==> src/include/bpc_pkg.sv <==
// constants, field layouts and carrier types for battery protection control
// =====================================================================
// Overview of operation
// - charge fault on overvoltage, overtemperature or overcurrent
// - charge FET stays on above 50 mA discharge
// - charge FET back on once causes clear, overcurrent only below 256 mA
// - discharge fault on overdischarge or overload
// - discharge FET stays on at 50 mA charge and above
// - discharge FET back on once causes clear, overload only below 256 mA discharge
// - optional confirmation by two consecutive measurements
// - front-end trips clear at zero average current while awake
// - short-circuit delay nibbles per direction
// - sleep releases short circuit after 20 s
// - safety trip latches until power-on reset
// - safety trip on sustained pack overvoltage
// - safety trip on sustained overtemperature
// - safety trip when front-end failures reach limit
// - periodic front-end check counts mismatches
// - charge fault set on three causes
// - sleep after quiet bus and low current
// - sleep wakes for measurements periodically
// - bus edge or current leaves sleep
// - configuration loaded before operation at power-up
// - partial reset rewrites front end, clears ed2 and dsg_flag
package bpc_pkg;
	// =================================================================
	// timing
	localparam int BPC_CLK_PERIOD_NS = 5;
	localparam int BPC_NS_PER_S      = 1_000_000_000;
	localparam int BPC_CYCLES_PER_S  = BPC_NS_PER_S / BPC_CLK_PERIOD_NS;
	localparam int BPC_SAFE_QUAL_S   = 1;
	localparam int BPC_OFF_QUAL_S    = 2;
	localparam int BPC_RECOVER_S     = 20;
	// first tick after a start may be short, hence one extra tick
	localparam logic [1:0] BPC_SAFE_TICKS = 2'(BPC_SAFE_QUAL_S + 1);
	localparam logic [1:0] BPC_OFF_TICKS  = 2'(BPC_OFF_QUAL_S + 1);
	localparam logic [4:0] BPC_REC_TICKS  = 5'(BPC_RECOVER_S + 1);
	localparam logic [3:0] BPC_BCAST_S    = 4'hA;
	// currents in mA, signed
	localparam logic signed [15:0] BPC_KEEP_MA   = 16'sh0032;
	localparam logic signed [15:0] BPC_REARM_MA  = 16'sh0100;
	// =================================================================
	// register offsets
	localparam logic [7:0] BPC_OFS_MISC   = 8'h00;
	localparam logic [7:0] BPC_OFS_LIM_A  = 8'h04;
	localparam logic [7:0] BPC_OFS_LIM_V  = 8'h08;
	localparam logic [7:0] BPC_OFS_LIM_S  = 8'h0C;
	localparam logic [7:0] BPC_OFS_AFE    = 8'h10;
	localparam logic [7:0] BPC_OFS_SLP    = 8'h14;
	localparam logic [7:0] BPC_OFS_MEAS_A = 8'h18;
	localparam logic [7:0] BPC_OFS_MEAS_V = 8'h1C;
	localparam logic [7:0] BPC_OFS_MEAS_T = 8'h20;
	localparam logic [7:0] BPC_OFS_FLAGS  = 8'h24;
	localparam logic [7:0] BPC_OFS_CMD    = 8'h28;
	localparam logic [7:0] BPC_OFS_STATUS = 8'h2C;
	// =================================================================
	// field positions
	localparam int BPC_MISC_DBL     = 0;
	localparam int BPC_MISC_NOSLEEP = 4;
	localparam int BPC_MISC_AFECHK  = 5;
	localparam int BPC_MEAS_OT      = 16;
	localparam int BPC_MEAS_OD      = 17;
	localparam int BPC_CMD_PRST     = 0;
	localparam int BPC_CMD_MISMATCH = 1;
	localparam int BPC_CMD_LOADED   = 2;
	// =================================================================
	// reset values
	localparam logic [7:0]  BPC_MISC_RST  = 8'h00;
	localparam logic [31:0] BPC_LIM_A_RST = 32'h1388_0FA0;
	localparam logic [31:0] BPC_LIM_V_RST = 32'h1068_41A0;
	localparam logic [31:0] BPC_LIM_S_RST = 32'h0C80_4650;
	localparam logic [31:0] BPC_AFE_RST   = 32'h050A_0211;
	localparam logic [31:0] BPC_SLP_RST   = 32'h001E_000A;
	// =================================================================
	// types
	typedef enum logic {BPC_AWAKE, BPC_ASLEEP} bpc_mode_type;
	typedef struct packed {
		logic        psel;
		logic        penable;
		logic        pwrite;
		logic [7:0]  paddr;
		logic [31:0] pwdata;
	} bpc_apb_req_type;
	typedef struct packed {
		logic [31:0] prdata;
		logic        pready;
		logic        pslverr;
	} bpc_apb_resp_type;
	typedef struct packed {
		logic chg_fet_on;
		logic dsg_fet_on;
		logic fet_update;
		logic afe_rewrite;
		logic check_due;
		logic wake_vt;
		logic wake_cur;
		logic asleep;
		logic cfg_load_req;
	} bpc_afe_cmd_type;
endpackage : bpc_pkg

==> src/bpc_tick.sv <==
// seconds tick generator for battery protection control
`timescale 1ns/1ps
`default_nettype none
module bpc_tick
	import bpc_pkg::*;
#(
	parameter int TICK_CYCLES = BPC_CYCLES_PER_S
) (
	input  wire logic pclk,
	input  wire logic presetn,
	input  wire logic ce,
	output var  logic tick
);
	localparam int W = $clog2(TICK_CYCLES);
	localparam logic [W-1:0] LAST = W'(TICK_CYCLES - 1);

	if (TICK_CYCLES < 2) begin : g_bad
		$error("bpc_tick: TICK_CYCLES must be at least 2");
	end

	typedef struct packed {
		logic [W-1:0] cnt;
		logic         tick;
	} bpc_tick_state_type;

	bpc_tick_state_type st;
	bpc_tick_state_type next_st;

	always_comb begin
		next_st      = st;
		next_st.tick = 1'b0;
		if (st.cnt == LAST) begin
			next_st.cnt  = '0;
			next_st.tick = 1'b1;
		end else begin
			next_st.cnt = st.cnt + W'(1);
		end
	end

	always_ff @(posedge pclk or negedge presetn) begin
		if (!presetn) begin
			st <= '0;
		end else if (ce) begin
			st <= next_st;
		end
	end

	assign tick = st.tick;
endmodule : bpc_tick
`default_nettype wire

==> src/bpc_ctrl.sv <==
// protection control core: fault flags, FET commands, safety trip, sleep
//
// The register addresses and register access over APB are this design's own decisions.
`timescale 1ns/1ps
`default_nettype none
module bpc_ctrl
	import bpc_pkg::*;
#(
	parameter int TICK_CYCLES = BPC_CYCLES_PER_S
) (
	input  wire logic             pclk,
	input  wire logic             presetn,
	input  wire logic             ce,
	input  wire bpc_apb_req_type  apb_req,
	output var  bpc_apb_resp_type apb_resp,
	input  wire logic             bus_clock_line,
	input  wire logic             bus_data_line,
	input  wire logic             front_end_alert_in,
	output var  bpc_afe_cmd_type  afe_cmd,
	output var  logic             safety_out_n
);
	// =================================================================
	// state
	typedef struct packed {
		logic [1:0]   bc;
		logic [1:0]   bd;
		logic [1:0]   al;
		logic         bc_q;
		logic         bd_q;
		logic         ack;
		logic [31:0]  prdata;
		logic         pslverr;
		logic [7:0]   misc;
		logic [31:0]  lim_a;
		logic [31:0]  lim_v;
		logic [31:0]  lim_s;
		logic [31:0]  afe;
		logic [31:0]  slp;
		logic [31:0]  meas_a;
		logic [31:0]  meas_v;
		logic [17:0]  meas_t;
		logic         meas_new;
		logic         loaded;
		logic         cf;
		logic         cf_oc;
		logic         cf_pend;
		logic         df;
		logic         df_ol;
		logic         df_pend;
		logic         chg_on;
		logic         dsg_on;
		logic         fet_upd;
		logic         afe_rw;
		logic         tripped;
		logic [1:0]   sv_cnt;
		logic [1:0]   st_cnt;
		logic [7:0]   fail_cnt;
		logic [15:0]  chk_cnt;
		logic         chk_due;
		bpc_mode_type mode;
		logic [1:0]   off_cnt;
		logic [7:0]   slp_cnt;
		logic [7:0]   cur_cnt;
		logic         wake_vt;
		logic         wake_cur;
		logic [3:0]   trip_cnt;
		logic         trip_chg;
		logic         trip_dsg;
		logic [4:0]   rec_cnt;
		logic         ed2;
		logic         valid_discharge_flag;
		logic         dsg_flag;
		logic [3:0]   bcast;
	} bpc_state_type;

	bpc_state_type st;
	bpc_state_type next_st;
	logic          tick;

	bpc_tick #(
		.TICK_CYCLES (TICK_CYCLES)
	) u_tick (
		.pclk    (pclk),
		.presetn (presetn),
		.ce      (ce),
		.tick    (tick)
	);

	// =================================================================
	// measurements and raw conditions
	logic signed [15:0] avg;
	logic [15:0]        cur_mag;
	logic               ov;
	logic               ot;
	logic               poc;
	logic               od;
	logic               ol;
	logic               rd;
	logic               wr;
	logic [7:0]         ad;
	logic               rise;
	logic               off_ok;
	logic               trip_dir;
	logic [3:0]         trip_dly;
	logic [15:0]        chk_lim;

	assign avg     = $signed(st.meas_a[15:0]);
	assign cur_mag = st.meas_a[31] ? 16'(-st.meas_a[31:16])
		: st.meas_a[31:16];
	assign ov      = (st.meas_v[15:0] >= st.lim_v[15:0])
		|| (st.meas_v[31:16] >= st.lim_v[31:16]);
	assign ot      = st.meas_t[BPC_MEAS_OT];
	assign poc     = avg >= $signed(st.lim_a[15:0]);
	assign od      = st.meas_t[BPC_MEAS_OD];
	assign ol      = avg <= -$signed(st.lim_a[31:16]);
	assign ad      = apb_req.paddr;
	assign rd      = apb_req.psel && apb_req.penable && !st.ack;
	assign wr      = apb_req.psel && apb_req.penable && apb_req.pwrite
		&& st.ack;

	always_comb begin
		logic        hit;
		logic [31:0] rdata;
		logic        dbl;
		hit      = 1'b1;
		rdata    = '0;
		next_st  = st;
		dbl      = st.misc[BPC_MISC_DBL];
		// =============================================================
		// pin synchronisers
		next_st.bc   = {st.bc[0], bus_clock_line};
		next_st.bd   = {st.bd[0], bus_data_line};
		next_st.al   = {st.al[0], front_end_alert_in};
		next_st.bc_q = st.bc[1];
		next_st.bd_q = st.bd[1];
		rise = (st.bc[1] && !st.bc_q) || (st.bd[1] && !st.bd_q);
		// =============================================================
		// apb slave: data captured in the first access cycle,
		// pready and the write follow one cycle later
		if (ad == BPC_OFS_MISC) rdata = {24'h000000, st.misc};
		else if (ad == BPC_OFS_LIM_A) rdata = st.lim_a;
		else if (ad == BPC_OFS_LIM_V) rdata = st.lim_v;
		else if (ad == BPC_OFS_LIM_S) rdata = st.lim_s;
		else if (ad == BPC_OFS_AFE) rdata = st.afe;
		else if (ad == BPC_OFS_SLP) rdata = st.slp;
		else if (ad == BPC_OFS_MEAS_A) rdata = st.meas_a;
		else if (ad == BPC_OFS_MEAS_V) rdata = st.meas_v;
		else if (ad == BPC_OFS_MEAS_T) rdata = {14'h0000, st.meas_t};
		else if (ad == BPC_OFS_FLAGS)
			rdata = {29'h00000000, st.dsg_flag, st.valid_discharge_flag, st.ed2};
		else if (ad == BPC_OFS_CMD) rdata = '0;
		else if (ad == BPC_OFS_STATUS)
			rdata = {8'h00, st.fail_cnt, st.bcast, 3'h0, st.loaded,
				st.trip_dsg, st.trip_chg, st.mode == BPC_ASLEEP,
				st.dsg_on, st.chg_on, st.tripped, st.df, st.cf};
		else hit = 1'b0;
		next_st.ack = rd;
		if (rd) begin
			next_st.prdata  = hit ? rdata : '0;
			next_st.pslverr = !hit;
		end
		next_st.meas_new = 1'b0;
		next_st.afe_rw   = 1'b0;
		if (wr) begin
			if (ad == BPC_OFS_MISC) next_st.misc = apb_req.pwdata[7:0];
			else if (ad == BPC_OFS_LIM_A) next_st.lim_a = apb_req.pwdata;
			else if (ad == BPC_OFS_LIM_V) next_st.lim_v = apb_req.pwdata;
			else if (ad == BPC_OFS_LIM_S) next_st.lim_s = apb_req.pwdata;
			else if (ad == BPC_OFS_AFE) next_st.afe = apb_req.pwdata;
			else if (ad == BPC_OFS_SLP) next_st.slp = apb_req.pwdata;
			else if (ad == BPC_OFS_MEAS_A) next_st.meas_a = apb_req.pwdata;
			else if (ad == BPC_OFS_MEAS_V) next_st.meas_v = apb_req.pwdata;
			else if (ad == BPC_OFS_MEAS_T) begin
				next_st.meas_t   = apb_req.pwdata[17:0];
				next_st.meas_new = 1'b1;
			end else if (ad == BPC_OFS_FLAGS) begin
				next_st.ed2      = apb_req.pwdata[0];
				next_st.valid_discharge_flag      = apb_req.pwdata[1];
				next_st.dsg_flag = apb_req.pwdata[2];
			end else if (ad == BPC_OFS_CMD) begin
				if (apb_req.pwdata[BPC_CMD_LOADED])
					next_st.loaded = 1'b1;
				if (apb_req.pwdata[BPC_CMD_MISMATCH]
					&& st.fail_cnt != 8'hFF)
					next_st.fail_cnt = st.fail_cnt + 8'h01;
				if (apb_req.pwdata[BPC_CMD_PRST]) begin
					next_st.afe_rw   = 1'b1;
					next_st.ed2      = 1'b0;
					next_st.dsg_flag = 1'b0;
					next_st.bcast    = BPC_BCAST_S;
				end
			end
		end
		// =============================================================
		// fault flags, judged one cycle after a temperature write
		// so that every measurement register is current
		if (st.meas_new && st.loaded) begin
			if (!ov && !ot && (!st.cf_oc || avg < BPC_REARM_MA)) begin
				next_st.cf    = 1'b0;
				next_st.cf_oc = 1'b0;
			end
			if (!od && (!st.df_ol || avg > -BPC_REARM_MA)) begin
				next_st.df    = 1'b0;
				next_st.df_ol = 1'b0;
			end
			next_st.cf_pend = ov || ot || poc;
			if ((ov || ot || poc) && (!dbl || st.cf_pend)) begin
				next_st.cf    = 1'b1;
				next_st.cf_oc = poc;
			end
			next_st.df_pend = od || ol;
			if ((od || ol) && (!dbl || st.df_pend)) begin
				next_st.df    = 1'b1;
				next_st.df_ol = ol;
			end
		end
		// =============================================================
		// front-end trips: direction from the sign of the current
		trip_dir = avg > 16'sh0000;
		trip_dly = trip_dir ? st.afe[7:4] : st.afe[3:0];
		if (!st.al[1]) next_st.trip_cnt = '0;
		else if (tick && st.trip_cnt != 4'hF)
			next_st.trip_cnt = st.trip_cnt + 4'h1;
		if (!(st.trip_chg || st.trip_dsg) || st.mode == BPC_AWAKE)
			next_st.rec_cnt = '0;
		else if (tick && st.rec_cnt != BPC_REC_TICKS)
			next_st.rec_cnt = st.rec_cnt + 5'h01;
		if ((st.mode == BPC_AWAKE && avg == 16'sh0000)
			|| (st.mode == BPC_ASLEEP && st.rec_cnt == BPC_REC_TICKS)) begin
			next_st.trip_chg = 1'b0;
			next_st.trip_dsg = 1'b0;
		end
		if (st.al[1] && st.trip_cnt >= trip_dly) begin
			if (trip_dir) next_st.trip_chg = 1'b1;
			else next_st.trip_dsg = 1'b1;
		end
		// =============================================================
		// FET commands
		next_st.chg_on = !(st.cf && !(avg < -BPC_KEEP_MA))
			&& !st.trip_chg;
		next_st.dsg_on = !(st.df && !(avg >= BPC_KEEP_MA))
			&& !st.trip_dsg;
		next_st.fet_upd = (next_st.chg_on != st.chg_on)
			|| (next_st.dsg_on != st.dsg_on);
		// =============================================================
		// safety trip, released only by reset
		if (!(st.cf && st.meas_v[15:0] > st.lim_s[15:0])) next_st.sv_cnt = '0;
		else if (tick && st.sv_cnt != BPC_SAFE_TICKS)
			next_st.sv_cnt = st.sv_cnt + 2'h1;
		if (!(st.cf && st.meas_t[15:0] > st.lim_s[31:16])) next_st.st_cnt = '0;
		else if (tick && st.st_cnt != BPC_SAFE_TICKS)
			next_st.st_cnt = st.st_cnt + 2'h1;
		if (st.sv_cnt == BPC_SAFE_TICKS || st.st_cnt == BPC_SAFE_TICKS
			|| (st.misc[BPC_MISC_AFECHK]
			&& st.fail_cnt >= st.afe[15:8]))
			next_st.tripped = 1'b1;
		// =============================================================
		// front-end check period, stretched while asleep
		chk_lim = (st.mode == BPC_ASLEEP)
			? st.afe[23:16] * st.afe[31:24] : {8'h00, st.afe[23:16]};
		next_st.chk_due = 1'b0;
		if (tick) begin
			if (st.chk_cnt + 16'h0001 >= chk_lim) begin
				next_st.chk_cnt = '0;
				next_st.chk_due = 1'b1;
			end else begin
				next_st.chk_cnt = st.chk_cnt + 16'h0001;
			end
		end
		// =============================================================
		// sleep mode
		off_ok = !st.bc[1] && !st.bd[1] && cur_mag < st.slp[15:0]
			&& !st.misc[BPC_MISC_NOSLEEP];
		if (!off_ok || st.mode == BPC_ASLEEP) next_st.off_cnt = '0;
		else if (tick && st.off_cnt != BPC_OFF_TICKS)
			next_st.off_cnt = st.off_cnt + 2'h1;
		next_st.wake_vt  = 1'b0;
		next_st.wake_cur = 1'b0;
		case (st.mode)
			BPC_AWAKE: begin
				next_st.slp_cnt = '0;
				next_st.cur_cnt = '0;
				if (off_ok && st.off_cnt == BPC_OFF_TICKS)
					next_st.mode = BPC_ASLEEP;
			end
			BPC_ASLEEP: begin
				if (tick) begin
					next_st.slp_cnt = st.slp_cnt + 8'h01;
					next_st.cur_cnt = st.cur_cnt + 8'h01;
					if (st.slp_cnt + 8'h01 >= st.slp[23:16]) begin
						next_st.slp_cnt = '0;
						next_st.wake_vt = 1'b1;
					end
					if (st.cur_cnt + 8'h01 >= st.afe[31:24]) begin
						next_st.cur_cnt  = '0;
						next_st.wake_cur = 1'b1;
					end
				end
				if (rise || cur_mag > st.slp[15:0])
					next_st.mode = BPC_AWAKE;
			end
			default: next_st.mode = BPC_AWAKE;
		endcase
	end

	always_ff @(posedge pclk or negedge presetn) begin
		if (!presetn) begin
			st        <= '0;
			st.misc   <= BPC_MISC_RST;
			st.lim_a  <= BPC_LIM_A_RST;
			st.lim_v  <= BPC_LIM_V_RST;
			st.lim_s  <= BPC_LIM_S_RST;
			st.afe    <= BPC_AFE_RST;
			st.slp    <= BPC_SLP_RST;
			st.chg_on <= 1'b1;
			st.dsg_on <= 1'b1;
			st.bcast  <= BPC_BCAST_S;
			st.mode   <= BPC_AWAKE;
		end else if (ce) begin
			st <= next_st;
		end
	end

	// =================================================================
	// outputs, all straight from state
	assign apb_resp     = {st.prdata, st.ack, st.pslverr};
	assign afe_cmd      = {st.chg_on, st.dsg_on, st.fet_upd, st.afe_rw,
		st.chk_due, st.wake_vt, st.wake_cur, st.mode == BPC_ASLEEP,
		!st.loaded};
	assign safety_out_n = !st.tripped;
endmodule : bpc_ctrl
`default_nettype wire

==> config.mk <==
export PLATFORM = sky130hd
export DESIGN_NAME = bpc_ctrl
export DESIGN_NICKNAME = d
export VERILOG_FILES = /design/src/include/bpc_pkg.sv /design/src/bpc_tick.sv /design/src/bpc_ctrl.sv
export SDC_FILE = /design/constraint.sdc
export NUM_CORES = 1
export LEC_CHECK = 0
export BUFFER_PORTS_ARGS = -buffer_cell sky130_fd_sc_hd__buf_2
export CORE_ASPECT_RATIO = 1.5
export CORE_MARGIN = 8
export CORE_UTILIZATION = 53
export CTS_CLUSTER_DIAMETER = 60
export DETAILED_ROUTE_END_ITERATION = 10
export PLACE_DENSITY = 0.82
export SETUP_SLACK_MARGIN = 0.3
export SLEW_MARGIN = 20
export SYNTH_ARGS = -nofsm -noshare
export SYNTH_HDL_FRONTEND = slang
export SYNTH_SLANG_ARGS = --single-unit
==> constraint.sdc <==
create_clock -name pclk -period 6.1 [get_ports pclk]
set_input_delay 1.22 -clock pclk [delete_from_list [all_inputs] [get_ports pclk]]
set_output_delay 1.22 -clock pclk [all_outputs]
set_load 0.02 [all_outputs]
==> reports/results.ini <==
[sta]
worst_slack_ns=0.352
fin_worst_skew_ns=0.0230
fmax_mhz=174
maxSlewViolCount=0
rsz0062_at_grt=true
slew-limit-headroom_pct=22.8
final-hold-violation-count=0
worst_pin_slew_ns=1.15
whs_ns=0.483
setup_viol=0
min_period_ns=5.75
period_share_pct=94.2

[place]
placed_area_mm2=0.0262
port_buffers=92
dpl.cell_count=3195
dp_hpwl_mm=60.6
gp_congestion=1.01
dp_slack_ns=-0.211

[clocking]
holdBufCountCts=0
numCtsBuffers=41
cts_tree=yes
htreeDepth=2
clk_path_buf_depth=3
cts_sinks=398
root_buffer=clkbuf_16
path_clk_slew_ns=0.06
clk_latency_ns=0.58

[layout]
nNetsFinal=2951
instances_no_fill=3294
final_common_cell=dfrtp_1
mostFrequentLayoutCells=dfrtp_1 (352), nand2_1 (227), o21ai_0 (213), inv_1 (199), ha_1 (195)
area_delta_synth_final_pct=11.6
finalInstanceArea_mm2=0.0282
drive_above_1_share_pct=20.3

[grt]
use_met3_pct=6.59
use_met2_pct=49.3
gr-usage-all-layers_pct=29.4
grt_pass1_wl_mm=126
use_met1_pct=30.3
top_usage_layer=met2
antenna_found_initial=2
grt_start_max_net_pins=149
grt_pass1_vias=22100
grt_overflow=0

[detailed_routing]
drtIter0Drc=2104
dr.pass1.iters=9
drc=0
wl_per_cell_um=25.1
routed_wl_mm=82.8
via_per_inst=6.49
antenna_left=0
vias=21400

[run_status]
status=completed

[floorplanning]
die_w_um=194
io_pins=93
start_util_pct=53.3
core-area_mm2=0.0475
die_h_um=284
num_rows=98
die-area_mm2=0.0551

[yosys]
synth_edf_count=0
synthCells=2595
syn-num-nets=2885
ys_warn_count=0
ys_types=81
yosysSeqAreaShare_pct=39.6
synthArstFlopShare_pct=100
synthFlopType=dfrtp_1
syn_area_mm2=0.0253
synth_seq_cells=398
avgSynthCellArea_um2=9.75

[power]
power.switching_mw=1.36
swShare_pct=24.0
power.share.clock_pct=47.4
power_density_mw_per_mm2=201
p_leak_nw=14.0
ir_worst_vdd_mv=0.216
p_seq_share_pct=47.6
p_int_mw=4.32
p_comb_share_pct=5.0

[hold_path]
min_path_type=reg -> reg
min_to=apb_resp[31]
min_from=apb_resp[31]
min_delay_path_depth=2

[setup_path]
worst_setup_path_start_kind=flip-flop
r2r_start=st[214]
worstRegToRegCells=25
worst-path-max-fanout=8
ff2ff_setup_slack_ns=0.35
reg2reg_to=st[55]
cp.required_ns=6.55
path_class=reg -> reg
cp-end-kind=flip-flop
cp_data_arrival_time_ns=6.20

[job]
maxCapViolations=0

==> state kept, by name, summed over array words and instances, names as in the netlist <==
register     flops
afe_cmd          8
st             304
u_tick.st       28
u_tick.tick      1
od               1
next_st          5
avg             16
apb_resp        34
ot               1
==> stage by stage <==
| stage | TNS (ns) | utilization (%) | power [mW] |
|---|---|---|---|
| after floorplan | 0 | - | 2.87 |
| after global placement | 0 | 55.3 | 3.02 |
| after detailed placement | -1.63 | 55.3 | 3.03 |
| after CTS | 0 | 58.8 | 5.70 |
| after global routing | 0 | 59.5 | 5.84 |
| final | 0 | 59.5 | 5.68 |
==> power groups by stage <==
| stage | Clock [mW] | Combinational, mW | Sequential (mW) |
|---|---|---|---|
| global placement | 0 | 0.271 | 2.75 |
| global route | 2.82 | 0.307 | 2.71 |
| finish | 2.69 | 0.284 | 2.71 |
| detailed placement | 0 | 0.278 | 2.75 |
| floorplan | 0 | 0.126 | 2.74 |
| CTS | 2.71 | 0.281 | 2.71 |
==> synthesized netlist by cell type (7+ instances only) <==
master | instances | area (µm²)
mux2_2 | 180 | 2030
a21o_1 | 27 | 203
o21ai_0 | 228 | 1140
a22oi_1 | 30 | 225
a2111oi_0 | 12 | 105
o21bai_1 | 12 | 90.1
buf_2 | 36 | 180
clkbuf_1 | 67 | 251
ha_1 | 205 | 2560
o21a_1 | 7 | 52.6
nor3_1 | 25 | 125
nand2_1 | 233 | 875
and3_1 | 25 | 156
or2_2 | 7 | 43.8
xnor2_1 | 53 | 464
dfrtp_1 | 356 | 8910
nand4_1 | 31 | 194
nand3_1 | 50 | 250
a32o_1 | 18 | 180
a222oi_1 | 9 | 90.1
nor4_1 | 8 | 50.1
inv_1 | 204 | 766
xor2_1 | 46 | 403
mux2i_1 | 32 | 320
and2_1 | 62 | 388
a31oi_1 | 12 | 75.1
a211oi_1 | 14 | 105
a21oi_1 | 109 | 546
nor2_1 | 134 | 503
dfstp_2 | 42 | 1100
a22o_1 | 39 | 342
buf_4 | 43 | 323
fa_1 | 36 | 721
o221ai_1 | 11 | 96.3
nor2b_1 | 25 | 156
o31ai_1 | 16 | 120
nand2b_1 | 20 | 125
o22ai_1 | 25 | 156
or4_1 | 10 | 75.1
==> kinds of logic (layout without fill, tap and decap cells) <==
kind of cell,after synthesis,count (layout),synth area share (%)
flops,398,398,39.6
simple gates,665,665,12.8
fa+ha+maj,241,241,13.0
mux,213,213,9.32
other cells,0,3,0
xor+xnor,99,99,3.43
compound gates,619,619,15.7
buf+inv,360,456,6.22
==> area by class of cell <==
cell class | instances | area (µm²)
sequential | 398 | 10000
fill | 3829 | 19200
tap | 600 | 751
antenna | 3 | 7.51
clock buffer | 59 | 1210
multi-input combinational | 1837 | 14100
clock inverter | 14 | 220
inverter | 206 | 773
timing repair buffer | 177 | 1190
==> layer usage <==
metal  vias to the layer above  part of all wire [%]
met5                         -                 0.018
met1                     10500                    33
met3                       455                   7.9
li1                       9283                     -
met4                         2                    11
met2                      1154                    48
==> how the worst max path moves through the flow <==
| stage | from | endpoint | slack, ns | cells past startpoint |
|---|---|---|---|---|
| final | st[214] | st[55] | 0.35 | 25 |
| after global routing | st[214] | st[55] | 0.19 | 25 |
| after CTS | st[223] | st[41] | 0.31 | 23 |
| after detailed placement | st[214] | st[55] | -0.21 | 23 |
| after global placement | st[214] | st[55] | 0.11 | 23 |
| after floorplan | st[212] | st[48] | 0.32 | 24 |
==> critical path, stage by stage (launching register included) <==
cell and delay (ns):
dfstp_2 0.60, nand2_2 0.07, fa_1 0.51, fa_1 0.56
inv_2 0.04, fa_1 0.48, inv_1 0.05, fa_1 0.49
inv_2 0.05, ha_4 0.28, buf_4 0.12, nand2_2 0.05
o21ai_2 0.18, a41oi_2 0.18, buf_4 0.18, a21oi_2 0.14
xor2_1 0.17, nand2_1 0.12, ha_4 0.30, nand2_4 0.06
a2111oi_4 0.19, a31o_2 0.25, buf_6 0.11, buf_8 0.11
o21ai_2 0.06, a22o_1 0.26
==> what timing repair did <==
action	CTS	global route
gates resized for setup	25	61
buffers inserted	8	14
pin swaps	12	55
endpoints found under the setup margin	17	17
cloned	1	0
(Power assumes the default switching activity.)
